## config.mk

```make
export PLATFORM = sky130hd
export DESIGN_NAME = one_wire_dimming_link
export DESIGN_NICKNAME = d
export VERILOG_FILES = /design/src/hdl/wire_link_pkg.sv /design/src/hdl/word_fifo.sv /design/src/hdl/one_wire_dimming_link.sv
export SDC_FILE = /design/constraint.sdc
export NUM_CORES = 1
export LEC_CHECK = 0
export ABC_CLOCK_PERIOD_IN_PS = 9620
export BUFFER_PORTS_ARGS = -buffer_cell sky130_fd_sc_hd__buf_2
export CAP_MARGIN = 20
export CORE_ASPECT_RATIO = 1.75
export CORE_MARGIN = 10
export CORE_UTILIZATION = 25
export CTS_BUF_LIST = sky130_fd_sc_hd__clkbuf_4
export DETAILED_ROUTE_END_ITERATION = 10
export PLACE_DENSITY = 0.48
export SYNTH_ARGS = -nofsm -noshare
export SYNTH_HDL_FRONTEND = slang
export SYNTH_SLANG_ARGS = --single-unit
```

## constraint.sdc

```tcl
create_clock -name SYS_CLK -period 9.62 [get_ports SYS_CLK]
set_clock_uncertainty 0.05 [all_clocks]
set_input_delay 2.405 -clock SYS_CLK [delete_from_list [all_inputs] [get_ports SYS_CLK]]
set_output_delay 2.405 -clock SYS_CLK [all_outputs]
set_load 0.05 [all_outputs]
```

## src/hdl/wire_link_pkg.sv

```systemverilog
// Constants shared by the one-wire dimming link receiver and its FIFO.
// Assumes a single 50 MHz system clock; all times except the stream end maximum are converted to cycles here.
`default_nettype none

package wire_link_pkg;

  // ----------------------------------------------------------------------
  // Clock and times
  // ----------------------------------------------------------------------
  localparam int CLK_MHZ                 = 50;
  localparam int DETECT_DELAY_TIME_US    = 100;
  localparam int DETECT_LOW_TIME_US      = 260;
  localparam int DETECT_PERIOD_US        = 1000;
  localparam int START_TIME_US           = 2;
  localparam int STREAM_END_TIME_MIN_US  = 2;
  localparam int STREAM_END_TIME_MAX_US  = 360;
  localparam int ACK_VALID_DELAY_US      = 2;
  localparam int ACK_DURATION_US         = 512;
  localparam int SHUTDOWN_LOW_US         = 2500;

  localparam int DETECT_DELAY_CYC  = DETECT_DELAY_TIME_US * CLK_MHZ;
  localparam int DETECT_LOW_CYC    = DETECT_LOW_TIME_US * CLK_MHZ;
  localparam int DETECT_PERIOD_CYC = DETECT_PERIOD_US * CLK_MHZ;
  localparam int START_CYC         = START_TIME_US * CLK_MHZ;
  localparam int END_MIN_CYC       = STREAM_END_TIME_MIN_US * CLK_MHZ;
  localparam int ACK_VALID_CYC     = ACK_VALID_DELAY_US * CLK_MHZ;
  localparam int ACK_DURATION_CYC  = ACK_DURATION_US * CLK_MHZ;
  localparam int SHUTDOWN_CYC      = SHUTDOWN_LOW_US * CLK_MHZ;

  // ----------------------------------------------------------------------
  // Frame layout and reset values
  // ----------------------------------------------------------------------
  localparam int CMD_BITS      = 16;
  localparam int ACK_BIT_POS   = 15;
  localparam int CNT_W         = 18;
  localparam int FIFO_DEPTH    = 8;
  localparam logic [15:0] CMD_RESET = 16'h0000;

  typedef enum logic [2:0] {
    ST_OFF, ST_DELAY, ST_WINDOW, ST_PWM, ST_IDLE, ST_BITS, ST_ACK
  } link_state_t;

endpackage

`default_nettype wire

```

## src/hdl/word_fifo.sv

```systemverilog
// Small synchronous FIFO with valid/ready on both sides.
// Assumes one clock, an asynchronous active-high reset and a clock enable.
`default_nettype none

module word_fifo #(
  parameter int WIDTH = 16,
  parameter int DEPTH = 8
) (
  input  wire logic             clk,
  input  wire logic             rst,
  input  wire logic             ce,
  input  wire logic [WIDTH-1:0] in_data,
  input  wire logic             in_valid,
  output var  logic             in_ready,
  output var  logic [WIDTH-1:0] out_data,
  output var  logic             out_valid,
  input  wire logic             out_ready
);

  localparam int AW = $clog2(DEPTH);

  initial begin
    if (DEPTH < 2 || (1 << AW) != DEPTH) $error("word_fifo: DEPTH must be a power of two");
  end

  logic [WIDTH-1:0] mem [DEPTH];
  logic [AW:0]      wr_ptr_reg;
  logic [AW:0]      rd_ptr_reg;

  wire full_w  = (wr_ptr_reg[AW] != rd_ptr_reg[AW]) &&
                 (wr_ptr_reg[AW-1:0] == rd_ptr_reg[AW-1:0]);
  wire empty_w = (wr_ptr_reg == rd_ptr_reg);
  wire push_w  = ce && in_valid && !full_w;
  wire pop_w   = ce && out_ready && !empty_w;

  assign in_ready  = !full_w;
  assign out_valid = !empty_w;
  assign out_data  = mem[rd_ptr_reg[AW-1:0]];

  always_ff @(posedge clk) begin
    if (push_w) mem[wr_ptr_reg[AW-1:0]] <= in_data;
  end

  always_ff @(posedge clk or posedge rst) begin
    if (rst) begin
      wr_ptr_reg <= '0;
      rd_ptr_reg <= '0;
    end else begin
      if (push_w) wr_ptr_reg <= wr_ptr_reg + 1'b1;
      if (pop_w) rd_ptr_reg <= rd_ptr_reg + 1'b1;
    end
  end

endmodule

`default_nettype wire

```

## src/hdl/one_wire_dimming_link.sv

```systemverilog
// One-wire brightness command receiver on the enable pin, with open-drain acknowledge.
// Assumes the enable line is synchronous to SYS_CLK and pulled up by the host when acked.
//
// What this block does
// - Ignore the line for detection until 100 us after enable rises.
// - A detection pulse is a low of at least 260 us.
// - Detection period closes once the line is high 1 ms or more after enable rises; a pulse ending then still counts, later ones are ignored.
// - A stream opens with a start condition of at least 2 us.
// - A stream closes with an end condition of at least 2 us; the 360 us maximum is not checked.
// - Acknowledge is driven only when the ack request flag is one.
// - Acknowledge low appears within 2 us of stream end, lasts at most 512 us.
// - Without a valid selection pulse, fall back to pulse-width dimming.
// - Enable low longer than 2.5 ms shuts the link down.
`default_nettype none

module one_wire_dimming_link #(
  parameter int DETECT_PERIOD_CYCLES = wire_link_pkg::DETECT_PERIOD_CYC,
  parameter int DETECT_LOW_CYCLES    = wire_link_pkg::DETECT_LOW_CYC,
  parameter int DETECT_DELAY_CYCLES  = wire_link_pkg::DETECT_DELAY_CYC,
  parameter int ACK_CYCLES           = wire_link_pkg::ACK_DURATION_CYC,
  parameter int SHUTDOWN_CYCLES      = wire_link_pkg::SHUTDOWN_CYC,
  parameter int END_CYCLES           = wire_link_pkg::END_MIN_CYC,
  parameter int CMD_WIDTH            = wire_link_pkg::CMD_BITS
) (
  input  wire logic                 SYS_CLK,
  input  wire logic                 RESET,
  input  wire logic                 CLK_EN,
  input  wire logic                 EN_LINE_IN,
  output var  logic                 EN_LINE_OUT,
  output var  logic                 EN_LINE_OE,
  output var  logic                 ONE_WIRE_MODE,
  output var  logic                 PWM_MODE,
  output var  logic                 LINK_ACTIVE,
  output var  logic [CMD_WIDTH-1:0] CMD_DATA,
  output var  logic                 CMD_VALID,
  input  wire logic                 CMD_READY,
  output var  logic                 CMD_DROPPED
);

  localparam int W = wire_link_pkg::CNT_W;

  initial begin
    if (CMD_WIDTH != wire_link_pkg::CMD_BITS) $error("CMD_WIDTH must match the frame layout");
    if (DETECT_DELAY_CYCLES >= DETECT_PERIOD_CYCLES) $error("detection delay exceeds period");
    if (ACK_CYCLES < 2) $error("acknowledge too short for the phase counter");
    if (SHUTDOWN_CYCLES >= (1 << W) || DETECT_PERIOD_CYCLES >= (1 << W))
      $error("counter too narrow for the chosen times");
  end

  // ----------------------------------------------------------------------
  // State
  // ----------------------------------------------------------------------
  wire_link_pkg::link_state_t state_reg;
  wire_link_pkg::link_state_t state_next;
  logic [W-1:0]           since_rise_reg;
  logic [W-1:0]           phase_cnt_reg;
  logic [W-1:0]           high_len_reg;
  logic                   line_d_reg;
  logic [CMD_WIDTH-1:0]   shift_reg;
  logic [5:0]             nbits_reg;
  logic                   ack_oe_reg;
  logic                   mode_one_reg;
  logic                   mode_pwm_reg;
  logic                   active_reg;
  logic                   dropped_reg;
  logic                   push_reg;
  logic [CMD_WIDTH-1:0]   push_data_reg;
  logic                   fifo_in_ready;
  logic                   fifo_out_valid;
  logic [CMD_WIDTH-1:0]   fifo_out_data;

  function automatic logic reached(input logic [W-1:0] cnt, input int lim);
    return cnt >= W'(lim);
  endfunction

  wire rise_w      = EN_LINE_IN && !line_d_reg;
  wire fall_w      = !EN_LINE_IN && line_d_reg;
  wire low_long_w  = !EN_LINE_IN && reached(phase_cnt_reg, SHUTDOWN_CYCLES);
  // ratio decode: longer high than low gives a one.
  wire bit_val_w   = high_len_reg > phase_cnt_reg;
  // stream end: line held high past the end time after a full frame.
  wire end_seen_w  = EN_LINE_IN && reached(phase_cnt_reg, END_CYCLES)
                     && nbits_reg == 6'(CMD_WIDTH);
  // acknowledge only when the request flag is set.
  wire ack_req_w   = shift_reg[wire_link_pkg::ACK_BIT_POS];

  // ----------------------------------------------------------------------
  // Next-state decode
  // ----------------------------------------------------------------------
  always_comb begin
    state_next = state_reg;
    unique case (state_reg)
      wire_link_pkg::ST_OFF:    if (rise_w) state_next = wire_link_pkg::ST_DELAY;
      wire_link_pkg::ST_DELAY:
        if (reached(since_rise_reg, DETECT_DELAY_CYCLES)) state_next = wire_link_pkg::ST_WINDOW;
      wire_link_pkg::ST_WINDOW: begin
        // low long enough selects one-wire mode
        if (rise_w && reached(phase_cnt_reg, DETECT_LOW_CYCLES))
          state_next = wire_link_pkg::ST_IDLE;
        // period closes; fall back to pulse width
        else if (reached(since_rise_reg, DETECT_PERIOD_CYCLES) && EN_LINE_IN)
          state_next = wire_link_pkg::ST_PWM;
      end
      wire_link_pkg::ST_PWM:    state_next = wire_link_pkg::ST_PWM;
      // a falling edge after the start-condition high opens the stream
      wire_link_pkg::ST_IDLE:
        if (fall_w && reached(phase_cnt_reg, wire_link_pkg::START_CYC))
          state_next = wire_link_pkg::ST_BITS;
      wire_link_pkg::ST_BITS: begin
        if (end_seen_w) state_next = ack_req_w ? wire_link_pkg::ST_ACK : wire_link_pkg::ST_IDLE;
      end
      // ack released after its duration
      // The phase counter restarts again when our own pull drags the line low, so the
      // limit is two short; the pull then lasts exactly ACK_CYCLES and never overruns.
      wire_link_pkg::ST_ACK:
        if (reached(phase_cnt_reg, ACK_CYCLES - 2)) state_next = wire_link_pkg::ST_IDLE;
      default:                  state_next = wire_link_pkg::ST_OFF;
    endcase
    // long low shuts the link down
    if (low_long_w && state_reg != wire_link_pkg::ST_ACK) state_next = wire_link_pkg::ST_OFF;
  end

  // ----------------------------------------------------------------------
  // Timers
  // ----------------------------------------------------------------------
  wire phase_clr_w = (EN_LINE_IN != line_d_reg) || (state_next != state_reg);

  always_ff @(posedge SYS_CLK or posedge RESET) begin
    if (RESET) begin
      state_reg      <= wire_link_pkg::ST_OFF;
      line_d_reg     <= 1'b0;
      since_rise_reg <= '0;
      phase_cnt_reg  <= '0;
      high_len_reg   <= '0;
    end else if (CLK_EN) begin
      state_reg      <= state_next;
      line_d_reg     <= EN_LINE_IN;
      since_rise_reg <= (state_reg == wire_link_pkg::ST_OFF) ? '0 :
                        (reached(since_rise_reg, SHUTDOWN_CYCLES) ? since_rise_reg
                                                                 : since_rise_reg + 1'b1);
      phase_cnt_reg  <= phase_clr_w ? '0 :
                        (reached(phase_cnt_reg, SHUTDOWN_CYCLES) ? phase_cnt_reg
                                                                : phase_cnt_reg + 1'b1);
      if (fall_w) high_len_reg <= phase_cnt_reg;
    end
  end

  // ----------------------------------------------------------------------
  // Bit shifting and frame capture
  // ----------------------------------------------------------------------
  // A bit completes on each rising edge: the low just ended is compared to the high before it.
  wire bit_done_w = state_reg == wire_link_pkg::ST_BITS && rise_w;

  always_ff @(posedge SYS_CLK or posedge RESET) begin
    if (RESET) begin
      shift_reg     <= wire_link_pkg::CMD_RESET;
      nbits_reg     <= '0;
      push_reg      <= 1'b0;
      push_data_reg <= wire_link_pkg::CMD_RESET;
      dropped_reg   <= 1'b0;
    end else if (CLK_EN) begin
      push_reg <= 1'b0;
      if (state_reg != wire_link_pkg::ST_BITS) nbits_reg <= '0;
      else if (bit_done_w && nbits_reg != 6'(CMD_WIDTH)) begin
        // shift in the decoded bit, first bit most significant
        shift_reg <= {shift_reg[CMD_WIDTH-2:0], bit_val_w};
        nbits_reg <= nbits_reg + 1'b1;
      end
      if (state_reg == wire_link_pkg::ST_BITS && end_seen_w) begin
        push_reg      <= 1'b1;
        push_data_reg <= shift_reg;
      end
      // Full FIFO: the frame is lost rather than stalling a host that cannot wait.
      dropped_reg <= push_reg && !fifo_in_ready;
    end
  end

  // ----------------------------------------------------------------------
  // Outputs
  // ----------------------------------------------------------------------
  always_ff @(posedge SYS_CLK or posedge RESET) begin
    if (RESET) begin
      ack_oe_reg   <= 1'b0;
      mode_one_reg <= 1'b0;
      mode_pwm_reg <= 1'b0;
      active_reg   <= 1'b0;
    end else if (CLK_EN) begin
      // pull low the cycle after the end is seen, well inside 2 us
      ack_oe_reg   <= state_next == wire_link_pkg::ST_ACK;
      mode_one_reg <= state_next inside {wire_link_pkg::ST_IDLE, wire_link_pkg::ST_BITS,
                                          wire_link_pkg::ST_ACK};
      mode_pwm_reg <= state_next == wire_link_pkg::ST_PWM;
      active_reg   <= state_next != wire_link_pkg::ST_OFF;
    end
  end

  word_fifo #(.WIDTH(CMD_WIDTH), .DEPTH(wire_link_pkg::FIFO_DEPTH)) u_fifo (
    .clk       (SYS_CLK),
    .rst       (RESET),
    .ce        (CLK_EN),
    .in_data   (push_data_reg),
    .in_valid  (push_reg),
    .in_ready  (fifo_in_ready),
    .out_data  (fifo_out_data),
    .out_valid (fifo_out_valid),
    .out_ready (CMD_READY)
  );

  assign EN_LINE_OUT   = 1'b0;
  assign EN_LINE_OE    = ack_oe_reg;
  assign ONE_WIRE_MODE = mode_one_reg;
  assign PWM_MODE      = mode_pwm_reg;
  assign LINK_ACTIVE   = active_reg;
  assign CMD_DATA      = fifo_out_data;
  assign CMD_VALID     = fifo_out_valid;
  assign CMD_DROPPED   = dropped_reg;

endmodule

`default_nettype wire

```

* Word-level counts from Yosys, hierarchy flattened
Memories as Yosys holds them, arrays and structs flattened.
Cells that the tools add are included.
** Word-level totals
- Bits in writable memories :: 128
- Word-level logic and storage cells :: 104
- Output and inout bits :: 23
- Bits in registers :: 110
- Memories :: 1
** Operators by class
- $lt $le $gt $ge :: 8
- Equality and inequality tests :: 21
- Bitwise operators :: 1
- Multiplexer cells :: 19
- Reduce and logical (&&, ||, !) cells :: 33
- Add/sub/neg operators :: 5
** Memory list
- u_fifo.mem :: depth 8, width 16, rd ports 1, clocked after memory_dff 0, write ports 1, line word_fifo.sv:26 : logic [WIDTH-1:0] mem [DEPTH];
** Operators with widths (count)
- $mux 18 :: 4
- $add 18x1->18 const B :: 2
- $ge 18x17->1 const B :: 2
- $mux 3 :: 8
- $pmux 3 s7 :: 1
- $eq 3x3->1 const B :: 6
- $ge 18x13->1 const B :: 1
- $ge 18x14->1 const B :: 1
- $ge 18x15->1 const B :: 1
- $ge 18x16->1 const B :: 1
- $ge 18x7->1 const B :: 1
- $gt 18x18->1 :: 1
- $logic_and 1x1->1 :: 18
- $mux 6 :: 2
- $reduce_and 2->1 :: 5
- $eq 3x2->1 const B :: 3
- $add 4x1->4 const B :: 2
- $add 6x1->6 const B :: 1
- $eq 6x5->1 const B :: 1
- $ne 3x3->1 const B :: 2
- $ne 6x5->1 const B :: 1
- $reduce_bool 3->1 :: 2
- $eq 4x4->1 :: 1
- $logic_not 1->1 :: 4
- other kinds (12) :: 16

* Longest topological paths before layout
- Depth in word-level cells :: 10
- Depth in mapped cells :: 12
- Mapped depth without buffers :: 10

* Modules after synthesis
From an unflattened synthesis, not the netlist that was laid out.
** Unflattened totals
- Cells, all modules :: 777
- Area, all modules :: 10884.2 µm²
** Modules (own cells, without submodules)
- one_wire_dimming_link :: cells each 537, times used 1, area an instance 5455.2 µm²
- word_fifo :: cells each 240, times used 1, area an instance 5429.0 µm²

* Least setup slack after synthesis
No wires, ideal clock.
- Path kind :: input-to-reg
- Start point :: in CLK_EN
- End point :: mem u_fifo.mem[0][0], enable pin
- Library setup time :: 0.409 ns
- Stages on the path :: 5
- Buffers on the path :: 1
- Path slack :: 4.819 ns
- Arrival :: 4.342 ns
- Data required time :: 9.161 ns
- Path through :: clkbuf_1 > nand2_1 > a21oi_1 > nand2b_1 > nor3_1
** Between the ends
- Longest elaborated chain between the ends :: 4
** RTL lines
- start: declaration :: line one_wire_dimming_link.sv:27 : input wire logic CLK_EN,
- $logic_and 1x1->1 (2 in a row) :: line word_fifo.sv:33 : wire push_w = ce && in_valid && !full_w;
- $mux 1 :: line word_fifo.sv:41 : if (push_w) mem[wr_ptr_reg[AW-1:0]] <= in_data;
- $mux 1 (not written as such) :: line word_fifo.sv:41
- end: declaration :: line word_fifo.sv:26
No other way between the ends.

* Final worst setup path
- Start point :: reg u_fifo.rd_ptr_reg[0]
- End point :: out CMD_DATA[12]
** Between the ends
- Longest elaborated chain between the ends :: 1
** RTL lines
- start: declaration :: line word_fifo.sv:28 : logic [AW:0] rd_ptr_reg;
- start signal: assignment :: line word_fifo.sv:50 : if (pop_w) rd_ptr_reg <= rd_ptr_reg + 1'b1;
- $mem_v2 8x16
- end: declaration :: line one_wire_dimming_link.sv:34 : output var logic [CMD_WIDTH-1:0] CMD_DATA,
No other way between the ends.

==> run metrics <==
status=completed; # DRC=0; first-pass GRT wire length=40,570 µm; syn nets=840; slew of the pin with the lowest slew margin=about 0.9 ns; CP Launch Type=flip-flop; Layout Nets=between 900 and 1,000; Hold Crit Class=reg2reg; DRC marker count from the first detailed-route iteration=between 200 and 250; met1 WL=about 9000 µm; Final Setup Violations=0; clk root buf=clkbuf_4; top_reg_cell synth=edfxtp_1; Die Y=about 300 µm; ys async rst share=a little under half; unrepaired setup endpoints after global routing=false; minimum clock period=5.474 ns; max reg flops=approximately 130; DP HPWL=between 15,000 and 20,000 µm; Area growth, synth to finish=15.67%; multi-input logic area=0.003725 mm²; core box area=0.04174 mm²; Routed Antenna Nets=0; crit end category=primary output; Worst Reg2Reg Path Length in Cells=8; drt pass-1 iters=5; Met2 Wirelength=roughly 14,000 µm; Setup TNS=0 ns; post-CTS resize count=0; layout cell share with drive strength beyond 1=between 20% and 30%; CTS buffer count=between 50 and 60; PD cells=186.7 mW/mm²; hold-fix buffers at CTS=0; hold slack=~0.43 ns; worst r2r src=phase_cnt_reg[14]; Die Area=0.05121 mm²; Vias=about 6,700; Worst R2R End=phase_cnt_reg[13]; Clock Pin Slew Worst Setup and Hold Paths=approximately 0.070 ns; Initial Util=between 20 and 30%; GRT Total Usage=about a tenth; met3 wire len=between 800 and 900 µm; port buffer count=26; Critical Path End=CMD_DATA[12]; launch point of the worst path=u_fifo.rd_ptr_reg[0]; FF/Latch Area=approximately 0.0066 mm²; row cnt=between 90 and 100; routed len/inst=between 15 and 20 µm; CP arrival=between 3 and 4 ns; clock sink count=approximately 240; #FFs+latches synth=238; mean post-synth cell area=between 10 and 15 µm²; Post-DP Area=0.01140 mm²; Max clock buf depth=3; Mapped Cells=807; final hold vios=0; CTS tree=done; Max-Cap Viols=0; crit share post-route=56.90%; Relative slew margins=39.72%; I/O pin total=28; Post-synth EDFFs=around 130; Seq/Total Area, Yosys=between 60% and 70%; WS Path Type=reg2out; Post-Route WL=approximately 25,000 µm; global route overflow=0; reg2reg setup slack=approximately 6.0 ns; top sig layer=met4; vias in the first global route=around 7,100; Routability Congestion=0.8483; FMAX=182.7 MHz; Lkg Pwr=about 5 nW; largest net degree at the start of global routing=76; H-tree Lvls=2; Crit Path Max Fanout=19; # fillers=roughly 4,300; Via-to-Cell Ratio=~4.5; initial antenna violation count=1; Cell variety after synth=between 60 and 70; Finished Cell Area=~0.012 mm²; Skew-Pair Late Insertion Delay=0.71 ns; Cell Area, Synth=between 0.01 and 0.015 mm²; YS warnings=0; Power, Total=between 2 and 2.5 mW; Die W=approximately 180 µm; postcts setup bufs=0; Slew Limit Fails=0; Peak supply drop=0.00008126 V; WP data required=between 7 and 8 ns
-- placed cells by master (no fill, tap or decap), drive strengths merged, types with 5 or more instances in the layout --
master   netlist  final
nor4          10     10
inv           35     36
dfrtp        110    110
xor2          18     18
and3           7      7
a31oi         10     10
nand4         18     18
or4            5      5
mux4          32     32
ha            28     28
a22o           7      7
mux2          34     34
clkinv         0      8
nor3          11     11
buf           10     45
nand2b         5      5
edfxtp       128    128
o21ai         47     47
nand3         18     18
nand2        107    107
clkbuf        25     90
o2bb2ai        8      8
nor2          57     57
xnor2          7      7
a21oi         17     17
a21o           6      6
-- worst max-delay path: stages, from the launching register on --
cell and delay, ns:
dfrtp_2 0.77, buf_4 0.48, mux4_2 0.56, mux2_2 0.29
buf_2 0.22
-- routing by layer --
metal	up-vias	global-route usage, %
met5	-	0
met4	0	4.813
met3	69	1.835
met2	146	19.21
met1	3316	10.10
li1	3155	-
-- worst min path at each step --
stage / start / end / slack, ns / depth (start not counted)
floorplan: push_reg / push_reg / 0.40 / 1
global placement: high_len_reg[9] / high_len_reg[9] / 0.42 / 2
detailed placement: push_reg / push_reg / 0.42 / 1
CTS: shift_reg[5] / shift_reg[6] / 0.43 / 2
global route: push_reg / push_reg / 0.44 / 1
finish: shift_reg[8] / shift_reg[9] / 0.43 / 2
-- through the flow --
step	setup WS [ns]	utilization, %	instances
detailed placement	3.997	27.31	1369
global placement	3.463	27.29	1368
CTS	3.970	29.10	1469
floorplan	4.263	-	807
finish	4.146	29.28	1476
global route	3.901	29.28	1476
-- where the power goes --
group / total (mW) / switching, mW / internal [mW]
combinational: 0.251 / 0.154 / 0.0971
sequential: 1.18 / 0.0600 / 1.12
clock: 0.855 / 0.406 / 0.449
-- synth_stat cells (all sizes together) (5+ instances only) --
cell type / number / share of area [%]
nand3: 18 / 0.85
nand2b: 5 / 0.30
o21ai: 47 / 2.2
xor2: 18 / 1.5
nor3: 11 / 0.52
inv: 35 / 1.2
or4: 5 / 0.39
nor4: 10 / 0.73
ha: 28 / 3.3
edfxtp: 128 / 36
a22o: 7 / 0.58
mux4: 32 / 6.8
a21oi: 17 / 0.81
nand2: 107 / 3.8
o2bb2ai: 8 / 0.66
nor2: 57 / 2.0
clkbuf: 25 / 0.89
nand4: 18 / 1.1
a21o: 6 / 0.43
xnor2: 7 / 0.58
dfrtp: 110 / 26
buf: 10 / 0.43
a31oi: 10 / 0.59
and3: 7 / 0.41
mux2: 34 / 3.6
-- cell families after synthesis --
logic type / share of synthesized area, %
xor+xnor: 2.072
simple gates: 10.98
mux: 10.82
fa+ha+maj: 3.316
flops: 62.43
other cells: 0.03549
buf+inv: 2.558
compound gates: 7.792
-- layout make-up --
| cell class | count | share of cell area (%) |
|---|---|---|
| antenna | 4 | 0.08190 |
| timing repair buffer | 45 | 2.539 |
| tap | 555 | 5.682 |
| sequential | 238 | 53.98 |
| inverter | 35 | 1.095 |
| multi-input combinational | 499 | 30.48 |
| clock inverter | 10 | 0.6143 |
| clock buffer | 90 | 5.528 |
(Power assumes the default switching activity.)
